File: src/hw/ibc_pkg.sv
`default_nettype none
package ibc_pkg;

    // system clock and master serial clock timing
    localparam int CLK_PERIOD_NS = 10;
    localparam int SCL_HALF_NS   = 5000;
    localparam int SCL_HALF_CYC_I = (SCL_HALF_NS + CLK_PERIOD_NS - 1) / CLK_PERIOD_NS;
    localparam int DIV_W         = 10;
    localparam logic [DIV_W-1:0] SCL_HALF_CYC = DIV_W'(SCL_HALF_CYC_I);

    // bit counter positions within a byte
    localparam logic [3:0] CNT_PRE  = 4'hF;
    localparam logic [3:0] CNT_LAST = 4'h7;
    localparam logic [3:0] CNT_ACK  = 4'h8;

    // extension code prefixes in the upper nibble of the first byte
    localparam logic [3:0] EXT_PFX_A = 4'h0;
    localparam logic [3:0] EXT_PFX_B = 4'hF;

    // values after reset
    localparam logic [7:0] SHIFT_RST = 8'h00;
    localparam logic       SPD_RST   = 1'b1;
    localparam logic       PIN_RST   = 1'b1;

    // master sequencer states
    typedef enum logic [1:0] {
        MS_IDLE  = 2'b00,
        MS_START = 2'b01,
        MS_RUN   = 2'b10,
        MS_STOP  = 2'b11
    } ibc_mst_e;

    // phases of start and stop generation
    localparam logic [1:0] PH_SETUP = 2'h0;
    localparam logic [1:0] PH_HIGH  = 2'h1;
    localparam logic [1:0] PH_EDGE  = 2'h2;

endpackage : ibc_pkg
`default_nettype wire

File: src/hw/ibc_sync.sv
`default_nettype none
module ibc_sync #(
    parameter logic RST_VAL = 1'b1
) (
    // clock and reset
    input  wire logic clk,
    input  wire logic resetn,
    // asynchronous level in, synchronised level out
    input  wire logic d_async,
    output logic      q_sync
);

    logic meta_r;

    // two-flop synchroniser; the first stage feeds only the second
    always_ff @(posedge clk or negedge resetn) begin
        if (!resetn) begin
            meta_r <= RST_VAL;
            q_sync <= RST_VAL;
        end else begin
            meta_r <= d_async;
            q_sync <= meta_r;
        end
    end

endmodule : ibc_sync
`default_nettype wire

File: src/hw/ibc_bus_protocol_control.sv
// Operation
// - start is data falling while clock high
// - start when triggered after stop; flag starts
// - slave compares seven address bits, stays selected
// - address byte sent and received via shift
// - direction bit zero writes, one reads
// - ninth clock low is ack; transmitter records
// - receiver acks data only with ack enable
// - role flag updated at eighth address bit
// - own address always acked, other non-extension addresses never
// - extension code acked if enable preset
// - irq timing follows wait timing select
// - stop is data rising while clock high
// - stop trigger; stop flag; irq if enabled
// - master clocks; honours slave clock stretch
// - wait after start and per timing select
// - wait released by write, release, triggers while master
// - unit disable aborts and releases wait
// - exit bit leaves communication, releases wait
// - both lines open drain, pull low only
// - receiving master nacks last byte then stops
// - shift write in wait starts new byte
// - own address bit zero ignored
// - irq and wait on serial clock falling edge; stop irq on the stop condition
`default_nettype none
module ibc_bus_protocol_control (
    // clock and reset
    input  wire logic       clk,
    input  wire logic       resetn,
    // open-drain serial clock pin
    input  wire logic       serial_clock_pin_i,
    output logic            serial_clock_pin_o,
    output logic            serial_clock_pin_oe,
    // open-drain serial data pin
    input  wire logic       serial_data_pin_i,
    output logic            serial_data_pin_o,
    output logic            serial_data_pin_oe,
    // control levels
    input  wire logic       unit_enable,
    input  wire logic       ack_enable,
    input  wire logic       wait_timing_select,
    input  wire logic       stop_irq_enable,
    // control pulses
    input  wire logic       start_trigger,
    input  wire logic       stop_trigger,
    input  wire logic       wait_release,
    input  wire logic       comm_exit,
    // shift data and own address
    input  wire logic       shift_data_wr,
    input  wire logic [7:0] shift_data_wdata,
    input  wire logic [7:0] own_address_reg,
    output logic      [7:0] shift_data_reg,
    // status
    output logic            start_detected_flag,
    output logic            stop_detected_flag,
    output logic            ack_detected_flag,
    output logic            transmit_role_flag,
    output logic            master_active,
    output logic            wait_state,
    output logic            addr_match_flag,
    output logic            ext_code_flag,
    output logic            bus_event_irq
);

    logic                     scl_s;
    logic                     sda_s;
    logic                     scl_d_r;
    logic                     sda_d_r;
    logic                     scl_rise;
    logic                     scl_fall;
    logic                     start_det;
    logic                     stop_det;
    logic                     abort;
    logic                     master_w;
    logic                     involved;
    logic [7:0]               byte_in;
    logic                     addr_hit;
    logic                     ext_hit;
    logic                     bit_slot;
    logic                     ack_slot;
    logic                     tx_now;
    logic                     rx_ack;
    logic                     sw_release;
    logic                     div_done;
    logic                     seq_drive;
    ibc_pkg::ibc_mst_e        ms_r;
    ibc_pkg::ibc_mst_e        ms_nxt;
    logic [1:0]               ph_r;
    logic [1:0]               ph_nxt;
    logic [ibc_pkg::DIV_W-1:0] div_r;
    logic [ibc_pkg::DIV_W-1:0] div_nxt;
    logic                     mscl_r;
    logic                     mscl_nxt;
    logic                     msda_r;
    logic                     msda_nxt;
    logic                     set_wait_m;
    logic [3:0]               cnt_r;
    logic [3:0]               cnt_nxt;
    logic [7:0]               shift_r;
    logic [7:0]               shift_nxt;
    logic                     samp_r;
    logic                     samp_nxt;
    logic                     busy_r;
    logic                     busy_nxt;
    logic                     addr_ph_r;
    logic                     addr_ph_nxt;
    logic                     trc_r;
    logic                     trc_nxt;
    logic                     sel_r;
    logic                     sel_nxt;
    logic                     ext_r;
    logic                     ext_nxt;
    logic                     ack_addr_r;
    logic                     ack_addr_nxt;
    logic                     ackd_r;
    logic                     ackd_nxt;
    logic                     wait_r;
    logic                     wait_nxt;
    logic                     std_r;
    logic                     std_nxt;
    logic                     spd_r;
    logic                     spd_nxt;
    logic                     irq_r;
    logic                     irq_nxt;
    logic                     scl_oe_r;
    logic                     sda_oe_r;

    // pin inputs into the clock domain
    ibc_sync #(.RST_VAL(ibc_pkg::PIN_RST)) u_scl_sync (
        .clk     (clk),
        .resetn  (resetn),
        .d_async (serial_clock_pin_i),
        .q_sync  (scl_s)
    );
    ibc_sync #(.RST_VAL(ibc_pkg::PIN_RST)) u_sda_sync (
        .clk     (clk),
        .resetn  (resetn),
        .d_async (serial_data_pin_i),
        .q_sync  (sda_s)
    );

    // previous synced levels for edge finding
    always_ff @(posedge clk or negedge resetn) begin
        if (!resetn) begin
            scl_d_r <= ibc_pkg::PIN_RST;
            sda_d_r <= ibc_pkg::PIN_RST;
        end else begin
            scl_d_r <= scl_s;
            sda_d_r <= sda_s;
        end
    end

    // bus condition and edge decode
    assign scl_rise  = scl_s & ~scl_d_r;
    assign scl_fall  = ~scl_s & scl_d_r;
    assign start_det = scl_s & scl_d_r & sda_d_r & ~sda_s;
    assign stop_det  = scl_s & scl_d_r & ~sda_d_r & sda_s;
    assign abort     = ~unit_enable | comm_exit;

    // byte and address decode
    assign master_w = (ms_r != ibc_pkg::MS_IDLE);
    assign involved = master_w | sel_r | ext_r;
    assign byte_in  = {shift_r[6:0], samp_r};
    assign addr_hit = (byte_in[7:1] == own_address_reg[7:1]);
    assign ext_hit  = (byte_in[7:4] == ibc_pkg::EXT_PFX_A) |
                      (byte_in[7:4] == ibc_pkg::EXT_PFX_B);
    assign bit_slot = ~cnt_r[3];
    assign ack_slot = (cnt_r == ibc_pkg::CNT_ACK);

    // who drives data and who acknowledges
    assign tx_now = (addr_ph_r & master_w) | (~addr_ph_r & trc_r & involved);
    assign rx_ack = addr_ph_r ? ack_addr_r
                              : (~trc_r & involved & ack_enable);

    // software actions that end a wait
    assign sw_release = wait_r & (shift_data_wr | wait_release |
                        (master_w & (start_trigger | stop_trigger)));

    assign div_done  = (div_r == ibc_pkg::SCL_HALF_CYC - 10'd1);
    // data stays low after start until the clock fall is seen
    assign seq_drive = (ms_r == ibc_pkg::MS_START) | (ms_r == ibc_pkg::MS_STOP) |
                       ((ms_r == ibc_pkg::MS_RUN) & (cnt_r == ibc_pkg::CNT_PRE));

    // master sequencer: start, clocking, stop
    always_comb begin
        ms_nxt     = ms_r;
        ph_nxt     = ph_r;
        div_nxt    = div_r + 10'd1;
        mscl_nxt   = mscl_r;
        msda_nxt   = msda_r;
        set_wait_m = 1'b0;
        case (ms_r)
            ibc_pkg::MS_IDLE: begin
                mscl_nxt = 1'b0;
                msda_nxt = 1'b0;
                if (start_trigger & spd_r & unit_enable) begin
                    ms_nxt  = ibc_pkg::MS_START;
                    ph_nxt  = ibc_pkg::PH_SETUP;
                    div_nxt = '0;
                end
            end
            ibc_pkg::MS_START: begin
                case (ph_r)
                    ibc_pkg::PH_SETUP: begin
                        msda_nxt = 1'b0;
                        if (div_done) begin
                            ph_nxt   = ibc_pkg::PH_HIGH;
                            mscl_nxt = 1'b0;
                            div_nxt  = '0;
                        end
                    end
                    ibc_pkg::PH_HIGH: begin
                        if (!scl_s) begin
                            div_nxt = '0;
                        end else if (div_done) begin
                            ph_nxt   = ibc_pkg::PH_EDGE;
                            msda_nxt = 1'b1;
                            div_nxt  = '0;
                        end
                    end
                    default: begin
                        if (div_done) begin
                            mscl_nxt   = 1'b1;
                            ms_nxt     = ibc_pkg::MS_RUN;
                            set_wait_m = 1'b1;
                            div_nxt    = '0;
                        end
                    end
                endcase
            end
            ibc_pkg::MS_RUN: begin
                if (wait_r & stop_trigger) begin
                    ms_nxt  = ibc_pkg::MS_STOP;
                    ph_nxt  = ibc_pkg::PH_SETUP;
                    div_nxt = '0;
                end else if (wait_r & start_trigger) begin
                    ms_nxt  = ibc_pkg::MS_START;
                    ph_nxt  = ibc_pkg::PH_SETUP;
                    div_nxt = '0;
                end else if (wait_r) begin
                    mscl_nxt = 1'b1;
                    div_nxt  = '0;
                end else if (mscl_r) begin
                    if (div_done) begin
                        mscl_nxt = 1'b0;
                        div_nxt  = '0;
                    end
                end else if (!scl_s) begin
                    div_nxt = '0;
                end else if (div_done) begin
                    mscl_nxt = 1'b1;
                    div_nxt  = '0;
                end
            end
            ibc_pkg::MS_STOP: begin
                case (ph_r)
                    ibc_pkg::PH_SETUP: begin
                        mscl_nxt = 1'b1;
                        msda_nxt = 1'b1;
                        if (div_done) begin
                            ph_nxt   = ibc_pkg::PH_HIGH;
                            mscl_nxt = 1'b0;
                            div_nxt  = '0;
                        end
                    end
                    ibc_pkg::PH_HIGH: begin
                        if (!scl_s) begin
                            div_nxt = '0;
                        end else if (div_done) begin
                            ph_nxt   = ibc_pkg::PH_EDGE;
                            msda_nxt = 1'b0;
                            div_nxt  = '0;
                        end
                    end
                    default: begin
                        if (div_done) begin
                            ms_nxt = ibc_pkg::MS_IDLE;
                        end
                    end
                endcase
            end
            default: begin
                ms_nxt = ibc_pkg::MS_IDLE;
            end
        endcase
        if (abort) begin
            ms_nxt     = ibc_pkg::MS_IDLE;
            mscl_nxt   = 1'b0;
            msda_nxt   = 1'b0;
            set_wait_m = 1'b0;
        end
    end

    // byte engine: conditions, shifting, ack, waits
    always_comb begin
        cnt_nxt      = cnt_r;
        shift_nxt    = shift_r;
        samp_nxt     = samp_r;
        busy_nxt     = busy_r;
        addr_ph_nxt  = addr_ph_r;
        trc_nxt      = trc_r;
        sel_nxt      = sel_r;
        ext_nxt      = ext_r;
        ack_addr_nxt = ack_addr_r;
        ackd_nxt     = ackd_r;
        wait_nxt     = wait_r;
        std_nxt      = std_r;
        spd_nxt      = spd_r;
        irq_nxt      = 1'b0;
        if (sw_release) begin
            wait_nxt = 1'b0;
        end
        if (shift_data_wr) begin
            shift_nxt = shift_data_wdata;
        end
        if (start_det) begin
            busy_nxt    = 1'b1;
            cnt_nxt     = ibc_pkg::CNT_PRE;
            addr_ph_nxt = 1'b1;
            trc_nxt     = 1'b0;
            sel_nxt     = 1'b0;
            ext_nxt     = 1'b0;
            ackd_nxt    = 1'b0;
            std_nxt     = 1'b1;
            spd_nxt     = 1'b0;
        end else if (stop_det) begin
            busy_nxt    = 1'b0;
            cnt_nxt     = ibc_pkg::CNT_PRE;
            addr_ph_nxt = 1'b0;
            trc_nxt     = 1'b0;
            sel_nxt     = 1'b0;
            ext_nxt     = 1'b0;
            ackd_nxt    = 1'b0;
            wait_nxt    = 1'b0;
            std_nxt     = 1'b0;
            spd_nxt     = 1'b1;
            irq_nxt     = stop_irq_enable;
        end else if (busy_r & scl_rise) begin
            if (bit_slot) begin
                samp_nxt = sda_s;
            end else if (ack_slot & tx_now) begin
                ackd_nxt = ~sda_s;
            end
        end else if (busy_r & scl_fall) begin
            case (cnt_r)
                ibc_pkg::CNT_PRE: begin
                    cnt_nxt = 4'h0;
                end
                ibc_pkg::CNT_LAST: begin
                    shift_nxt = byte_in;
                    cnt_nxt   = ibc_pkg::CNT_ACK;
                    if (addr_ph_r & master_w) begin
                        trc_nxt      = ~samp_r;
                        ack_addr_nxt = 1'b0;
                    end else if (addr_ph_r) begin
                        sel_nxt      = addr_hit;
                        ext_nxt      = ext_hit & ~addr_hit;
                        trc_nxt      = addr_hit & samp_r;
                        ack_addr_nxt = addr_hit | (ext_hit & ack_enable);
                        if (ext_hit & ~addr_hit) begin
                            wait_nxt = 1'b1;
                            irq_nxt  = 1'b1;
                        end
                    end else if (involved & ~wait_timing_select) begin
                        wait_nxt = 1'b1;
                        irq_nxt  = 1'b1;
                    end
                end
                ibc_pkg::CNT_ACK: begin
                    cnt_nxt     = 4'h0;
                    addr_ph_nxt = 1'b0;
                    if (involved & (wait_timing_select | (addr_ph_r & ~ext_r))) begin
                        wait_nxt = 1'b1;
                        irq_nxt  = 1'b1;
                    end
                end
                default: begin
                    if (bit_slot) begin
                        shift_nxt = byte_in;
                        cnt_nxt   = cnt_r + 4'h1;
                    end
                end
            endcase
        end
        if (set_wait_m) begin
            wait_nxt = 1'b1;
            irq_nxt  = 1'b1;
        end
        if (abort) begin
            wait_nxt    = 1'b0;
            busy_nxt    = 1'b0;
            sel_nxt     = 1'b0;
            ext_nxt     = 1'b0;
            trc_nxt     = 1'b0;
            addr_ph_nxt = 1'b0;
            cnt_nxt     = ibc_pkg::CNT_PRE;
        end
        if (!unit_enable) begin
            std_nxt  = 1'b0;
            ackd_nxt = 1'b0;
        end
    end

    // master sequencer registers
    always_ff @(posedge clk or negedge resetn) begin
        if (!resetn) begin
            ms_r   <= ibc_pkg::MS_IDLE;
            ph_r   <= ibc_pkg::PH_SETUP;
            div_r  <= '0;
            mscl_r <= 1'b0;
            msda_r <= 1'b0;
        end else begin
            ms_r   <= ms_nxt;
            ph_r   <= ph_nxt;
            div_r  <= div_nxt;
            mscl_r <= mscl_nxt;
            msda_r <= msda_nxt;
        end
    end

    // byte engine datapath registers
    always_ff @(posedge clk or negedge resetn) begin
        if (!resetn) begin
            cnt_r      <= ibc_pkg::CNT_PRE;
            shift_r    <= ibc_pkg::SHIFT_RST;
            samp_r     <= 1'b0;
            busy_r     <= 1'b0;
            addr_ph_r  <= 1'b0;
            ack_addr_r <= 1'b0;
        end else begin
            cnt_r      <= cnt_nxt;
            shift_r    <= shift_nxt;
            samp_r     <= samp_nxt;
            busy_r     <= busy_nxt;
            addr_ph_r  <= addr_ph_nxt;
            ack_addr_r <= ack_addr_nxt;
        end
    end

    // byte engine status registers
    always_ff @(posedge clk or negedge resetn) begin
        if (!resetn) begin
            trc_r  <= 1'b0;
            sel_r  <= 1'b0;
            ext_r  <= 1'b0;
            ackd_r <= 1'b0;
            wait_r <= 1'b0;
            std_r  <= 1'b0;
            spd_r  <= ibc_pkg::SPD_RST;
            irq_r  <= 1'b0;
        end else begin
            trc_r  <= trc_nxt;
            sel_r  <= sel_nxt;
            ext_r  <= ext_nxt;
            ackd_r <= ackd_nxt;
            wait_r <= wait_nxt;
            std_r  <= std_nxt;
            spd_r  <= spd_nxt;
            irq_r  <= irq_nxt;
        end
    end

    // pin pull-down enables, registered
    always_ff @(posedge clk or negedge resetn) begin
        if (!resetn) begin
            scl_oe_r <= 1'b0;
            sda_oe_r <= 1'b0;
        end else begin
            scl_oe_r <= unit_enable & (mscl_r | wait_r);
            sda_oe_r <= unit_enable & (seq_drive ? msda_r :
                        ((bit_slot & tx_now & ~shift_r[7]) | (ack_slot & rx_ack)));
        end
    end

    // open-drain pins: low or released only
    assign serial_clock_pin_o  = 1'b0;
    assign serial_data_pin_o   = 1'b0;
    assign serial_clock_pin_oe = scl_oe_r;
    assign serial_data_pin_oe  = sda_oe_r;

    // status outputs from registers
    assign shift_data_reg      = shift_r;
    assign start_detected_flag = std_r;
    assign stop_detected_flag  = spd_r;
    assign ack_detected_flag   = ackd_r;
    assign transmit_role_flag  = trc_r;
    assign master_active       = master_w;
    assign wait_state          = wait_r;
    assign addr_match_flag     = sel_r;
    assign ext_code_flag       = ext_r;
    assign bus_event_irq       = irq_r;

endmodule : ibc_bus_protocol_control
`default_nettype wire

File: config.mk
export PLATFORM = sky130hd
export DESIGN_NAME = ibc_bus_protocol_control
export DESIGN_NICKNAME = d
export VERILOG_FILES = /design/src/hw/ibc_pkg.sv /design/src/hw/ibc_sync.sv /design/src/hw/ibc_bus_protocol_control.sv
export SDC_FILE = /design/constraint.sdc
export NUM_CORES = 1
export LEC_CHECK = 0
export BUFFER_PORTS_ARGS = -buffer_cell sky130_fd_sc_hd__buf_4
export CAP_MARGIN = 20
export CORE_UTILIZATION = 45
export CTS_BUF_LIST = sky130_fd_sc_hd__clkbuf_4 sky130_fd_sc_hd__clkbuf_8 sky130_fd_sc_hd__clkbuf_16
export CTS_CLUSTER_SIZE = 24
export DETAILED_ROUTE_END_ITERATION = 8
export GPL_ROUTABILITY_DRIVEN = 0
export GPL_TIMING_DRIVEN = 0
export PLACE_DENSITY_LB_ADDON = 0.05
export SYNTH_ARGS = -nofsm -noshare
export SYNTH_HDL_FRONTEND = slang
export SYNTH_SLANG_ARGS = --single-unit
File: constraint.sdc
create_clock -name clk -period 2.2 [get_ports clk]
set_input_delay 0.22 -clock clk [delete_from_list [all_inputs] [get_ports clk]]
set_output_delay 0.22 -clock clk [all_outputs]
set_load 0.01 [all_outputs]
* After elaboration in Yosys (flattened, before gate mapping)
Index checks and enable logic that the tools add are counted.
Word-level totals: flip-flop bits (word level) 48, input port bits 29, output and inout bits 21
Operators by class: add/sub/neg operators 2, equality and inequality tests 39, muxes and demuxes 132, bitwise gates (word level) 63, reductions and logical operators 28
Operators with widths (count):
- $mux 1 | 85
- $mux 10 | 8
- $mux 8 | 6
- $pmux 10 s4 | 1
- $and 1x1->1 | 33
- $ne 3x3->1 const B | 10
- $mux 2 | 13
- $mux 4 | 6
- $pmux 10 s2 | 1
- $reduce_bool 4->1 | 5
- $reduce_and 6->1 | 3
- $ne 4x4->1 const B | 4
- $not 1->1 | 16
- $pmux 8 s2 | 1
- $or 1x1->1 | 14
- $eq 4x4->1 const B | 3
- $ne 4x1->1 const B | 3
- $ne 4x2->1 const B | 3
- $add 10x1->10 const B | 1
- $eq 10x9->1 const B | 1
- $pmux 1 s2 | 5
- $reduce_and 5->1 | 2
- $ne 3x1->1 const B | 3
- $reduce_and 3->1 | 3
- other kinds (24) | 34

* Longest topological paths before layout
depth in word-level cells 15, mapped depth 7

* By module
Synthesis repeated with hierarchy kept, for this count alone.
Second synthesis, totals: cell total of the unflattened synthesis 293, area, all modules 2736.4 um^2
Modules (own cells, without submodules):
- ibc_bus_protocol_control | instances 1, cells each 289, area each 2631.3 um^2
- ibc_sync | instances 2, cells each 2, area each 52.6 um^2

* Worst setup path after synthesis
OpenSTA, ideal clock, no wires.
path kind reg2reg, from reg ms_r[1], to reg ms_r[0], library setup time 0.120 ns, arrival time 1.673 ns, required time 2.080 ns, setup slack 0.407 ns, cell stages (with the launch flop) 8, period minus slack after synthesis 1.793 ns, cell sequence dfrtp_1 > inv_1 > ha_1 > clkbuf_1 > nor2_1 > a41oi_1 > or4_1 > and3_1
On the way: longest elaborated chain between the ends 3, elaborated cells on any way between the ends 13, those cells by class 9 x eq/ne; 2 x mux; 2 x reduce/logical
RTL lines:
- from (decl) | line ibc_bus_protocol_control.sv:86 | ibc_pkg::ibc_mst_e ms_r;
- from (signal assigned) | line ibc_bus_protocol_control.sv:407 | ms_r <= ibc_pkg::MS_IDLE;
- from (signal assigned) | line ibc_bus_protocol_control.sv:413 | ms_r <= ms_nxt;
- $eq 2x2->1 (tied with other cells) | line ibc_bus_protocol_control.sv:192 | case (ms_r)
- $ne 4x2->1 (no source line) (tied with other cells)
- $reduce_and 6->1 (no source line) / $mux 2 (equally long branches)
Several ways; a longest one is shown, not always the timed one. A chain may end at the register's enable or synchronous reset.

* Worst setup path in the final report
from reg ms_r[0], to reg sda_oe_r, in the netlist serial_data_pin_oe
On the way: longest elaborated chain between the ends 10, elaborated cells on any way between the ends 21, those cells by class 3 x eq/ne; 2 x mux; 15 x bitwise; 1 x reduce/logical
RTL lines:
- $reduce_bool 2->1 | line ibc_bus_protocol_control.sv:161 | assign master_w = (ms_r != ibc_pkg::MS_IDLE);
- $or 1x1->1 (2 in series) | line ibc_bus_protocol_control.sv:162 | assign involved = master_w | sel_r | ext_r;
- $and 1x1->1 (on tied branches) | line ibc_bus_protocol_control.sv:171, ibc_bus_protocol_control.sv:173
- $or 1x1->1 / $and 1x1->1 (equally long branches) | line ibc_bus_protocol_control.sv:171, ibc_bus_protocol_control.sv:173
- $and 1x1->1 / $mux 1 (equally long branches) | line ibc_bus_protocol_control.sv:471, ibc_bus_protocol_control.sv:172
- $and 1x1->1 | line ibc_bus_protocol_control.sv:471 | ((bit_slot & tx_now & ~shift_r[7]) | (ack_slot & rx_ack)));
- $or 1x1->1 | line ibc_bus_protocol_control.sv:471
- $mux 1 * | line ibc_bus_protocol_control.sv:470 | sda_oe_r <= unit_enable & (seq_drive ? msda_r :
- $and 1x1->1 * | line ibc_bus_protocol_control.sv:470
- to (signal assigned) | line ibc_bus_protocol_control.sv:470
- to (decl) | line ibc_bus_protocol_control.sv:126 | logic sda_oe_r;
Every way passes the cells marked *; elsewhere a longest branch is shown, timed or not.

==> run_results.csv <==
group,metric,value,unit
routing,drtAntennaViolNets,0,
cts,root_buffer,"clkbuf_8",
floorplanning,rows,28,
routing,drt_pass1_iterations,4,
worst_setup_path,startpoint,"ms_r[0]",
logic_synthesis,synth_area_leaders,"dfrtp_1 32%, dfstp_2 10%, o21ai_0 4.0%",
cts,clkTransAtPathRegs,0.08,ns
worst_setup_path,start_kind,"flip-flop",
cts,cts_tree,"done",
cells_and_area,final_area,0.00343,sq mm
cts,cts_setup_buffers,0,
floorplanning,core,0.00603,sq mm
logic_synthesis,synth_top_area_share,32.3,%
worst_setup_path,r2r-start,"ms_r[0]",
routing,wl,6.69,mm
worst_setup_path,worstPathRequired,2.38,ns
global_routing,grt.overflow.total,0,
sta,fin_crit_sh,91.8,%
global_routing,grt_usage,21.5,%
routing,drc,0,
sta,worstMarginPinSlew,0.712,ns
outcome,status,"finished, final reports clean",
place,pre_cts_ws,-0.0790,ns
power_and_ir_drop,powerDensity,580,mW/mm^2
place,dpl.hpwl,5.00,mm
sta,finClkSkew,0.00917,ns
worst_setup_path,slowest_stage,"or3b_2",
sta,fin_crit,2.02,ns
floorplanning,die-area,0.00670,sq mm
sta,timing.final.ws_setup,0.180,ns
sta,hold-worst-slack,0.0252,ns
routing,vias,2406,
cells_and_area,final_util,57.0,%
power_and_ir_drop,seqPwrFrac,54.0,%
floorplanning,start_util,47.6,%
global_routing,grt_pass1_wl,10.9,mm
power_and_ir_drop,ir_drop,586,uV
logic_synthesis,synthCells,300,
place,placed_area,0.00331,sq mm
global_routing,grt_pass1_vias,2322,
global_routing,grt_max_degree,49,
worst_setup_path,cpPeakStageDelay,0.47,ns
cts,clock-sinks,48,
min_path,hp-start,"serial_data_pin_i",
sta,setup_violations,0,
worst_setup_path,crit_chain,"inv_1 > ha_1 > or3b_2 > a32o_1 > a21oi_1 > a21oi_1",
cells_and_area,drive_above_1_share,24.2,%
logic_synthesis,ys.flop_type,"dfrtp_1",
sta,slew_headroom,51.9,%
cts,clockBufferDepth,2,
sta,setup-tns-final,0,ns
logic_synthesis,synth_area_leader_cell,"dfrtp_1",
logic_synthesis,async_flop_share,100,%
flow_run,max_cap_violations,0,
worst_setup_path,end_kind,"flip-flop",
routing,vias_per_cell,5.60,
power_and_ir_drop,p_clk_share,27.2,%
cells_and_area,largest_reg_flops,10,
worst_setup_path,cp_max_fo,5,
cts,h-tree-depth,2,
cells_and_area,area_growth,19.6,%
routing,drtIter0Drc,121,
logic_synthesis,synth_area,0.00287,sq mm
floorplanning,ios,50,
logic_synthesis,yosysUniqueCellTypes,65,
min_path,hold_class,"in2reg",
worst_setup_path,worst-endpoint-arrival,2.20,ns
cts,clock_latency,0.30,ns
power_and_ir_drop,power.total,1.99,mW
power_and_ir_drop,combPwrFrac,18.8,%
routing,wl_per_cell,15.5,microns
worst_setup_path,path_common_cell,"a21oi_1",
floorplanning,die_h,81.9,microns
logic_synthesis,syn_area_per_cell,9.57,sq um
power_and_ir_drop,p_sw_share,29.2,%
logic_synthesis,synth_enable_flop_cells,0,
cells_and_area,final_cells,430,
power_and_ir_drop,switchingPower,581,uW
sta,timing.fmax,495,MHz
power_and_ir_drop,leakage,1.51,nW
worst_setup_path,critical_path_class,"reg2reg",
power_and_ir_drop,internal-power,1.41,mW
global_routing,antenna_found_initial,0,
sta,slew_viol_final,0,
floorplanning,fp.dieW,81.9,microns
logic_synthesis,synth_warnings,0,
cells_and_area,antenna_cells,0,
sta,hold_viol_final,0,
place,numPortBuffers,45,
logic_synthesis,synth_seq_area_share,42.3,%
place,dp.cells,421,
cells_and_area,nets,391,
sta,rsz0062_at_grt,"false",
cts,cts_buffers,5,
logic_synthesis,ys_seq_elements,48,
[layout by cell type, fill, tap and decap left out, types with 2 or more instances in the layout]
cell type,instances
a211o_1,2
a21o_1,2
a21oi_1,11
a22oi_1,2
a41oi_1,5
and2_1,6
and3_1,6
and3b_1,2
and4_1,3
buf_2,5
buf_4,47
clkbuf_1,6
clkbuf_2,2
clkbuf_8,6
clkinv_2,2
conb_1,2
dfrtp_1,37
dfstp_2,11
ha_1,8
inv_1,12
mux2i_1,9
nand2_1,24
nand2b_1,4
nand3_1,8
nand3b_1,5
nand4_1,9
nand4b_1,2
nor2_1,21
nor2b_1,3
nor3_1,5
nor3b_1,2
nor4bb_1,2
o211ai_1,3
o21a_1,4
o21ai_0,23
o21bai_1,3
or4_1,3
xnor2_1,9
xor2_1,7
[path summary, 6_finish.rpt]
check | to | slack [ns] | cells after the start
min in group asynchronous | shift_data_reg[5] | 0.44 | 2
setup / recovery | serial_data_pin_oe | 0.18 | 6
hold / removal | u_sda_sync.meta_r | 0.03 | 1
setup reg to reg | serial_data_pin_oe | 0.18 | 6
hold reg to reg | u_sda_sync.q_sync | 0.36 | 0
max in group asynchronous | mscl_r | 1.34 | 2
[layer usage]
metal | track usage [%] | up-vias | wire, microns
li1 | - | 1203 | -
met1 | 28.5 | 1148 | 3130
met2 | 35.2 | 46 | 3230
met3 | 4.00 | 9 | 226
met4 | 7.02 | 0 | 92
met5 | 0 | - | 0
[repair_timing]
action,in CTS,in global routing
setup endpoints to repair,10,24
hold buffers,1,0
pin swaps,0,0
resized for setup,1,6
endpoints found under the hold margin,37,0
[power groups by stage]
| stage | clock network, mW | logic, mW | registers (mW) |
|---|---|---|---|
| after CTS | 0.563 | 0.376 | 1.08 |
| after global routing | 0.603 | 0.423 | 1.09 |
| after floorplan | 0 | 0.234 | 1.08 |
| final | 0.541 | 0.373 | 1.08 |
| after global placement | 0 | 0.367 | 1.09 |
| after detailed placement | 0 | 0.372 | 1.09 |
[Yosys cell counts, types with 2 or more instances]
cell type and count:
dfrtp_1 37, nand2_1 24, o21ai_0 23, nor2_1 22, inv_1 12, a21oi_1 11, dfstp_2 11, mux2i_1 9
nand4_1 9, xnor2_1 9, ha_1 8, nand3_1 8, clkbuf_1 7, xor2_1 7, and2_1 6, and3_1 6
a41oi_1 5, buf_2 5, nand3b_1 5, nor3_1 5, nand2b_1 4, o21a_1 4, and4_1 3, nor2b_1 3
nor4bb_1 3, o211ai_1 3, o21bai_1 3, or4_1 3, a2111oi_0 2, a211o_1 2, a21o_1 2, a22oi_1 2
and3b_1 2, buf_4 2, nand4b_1 2, nor3b_1 2
[critical path, delay by kind of cell (launching register included)]
family,cells,cell delay (ns)
AO/OA/AOI/OAI,3,0.62
AND/OR/NAND/NOR,1,0.47
flip-flops,1,0.41
adder cells (fa/ha/maj),1,0.25
buffers and inverters,1,0.15
[area by class of cell]
cell class | instances | area [sq um]
flip-flops and latches | 48 | 1210
clock buffers | 6 | 82.6
repair buffers | 46 | 348
clock inverters | 2 | 10.0
inverters | 12 | 45.0
fillers | 543 | 2590
well taps | 75 | 93.8
multi-input cells | 226 | 1570
plain buffers | 15 | 72.6
[kinds of logic (layout without fill, tap and decap cells)]
logic type,count (synthesis),in the layout,share of synthesized area [%]
compound gates,77,77,19.1
other cells,1,2,0.131
fa+ha+maj,8,8,3.49
mux,10,10,3.53
buf+inv,27,81,4.05
flops,48,48,42.3
simple gates,113,113,22.5
xor+xnor,16,16,4.88
(Power assumes the default switching activity.)
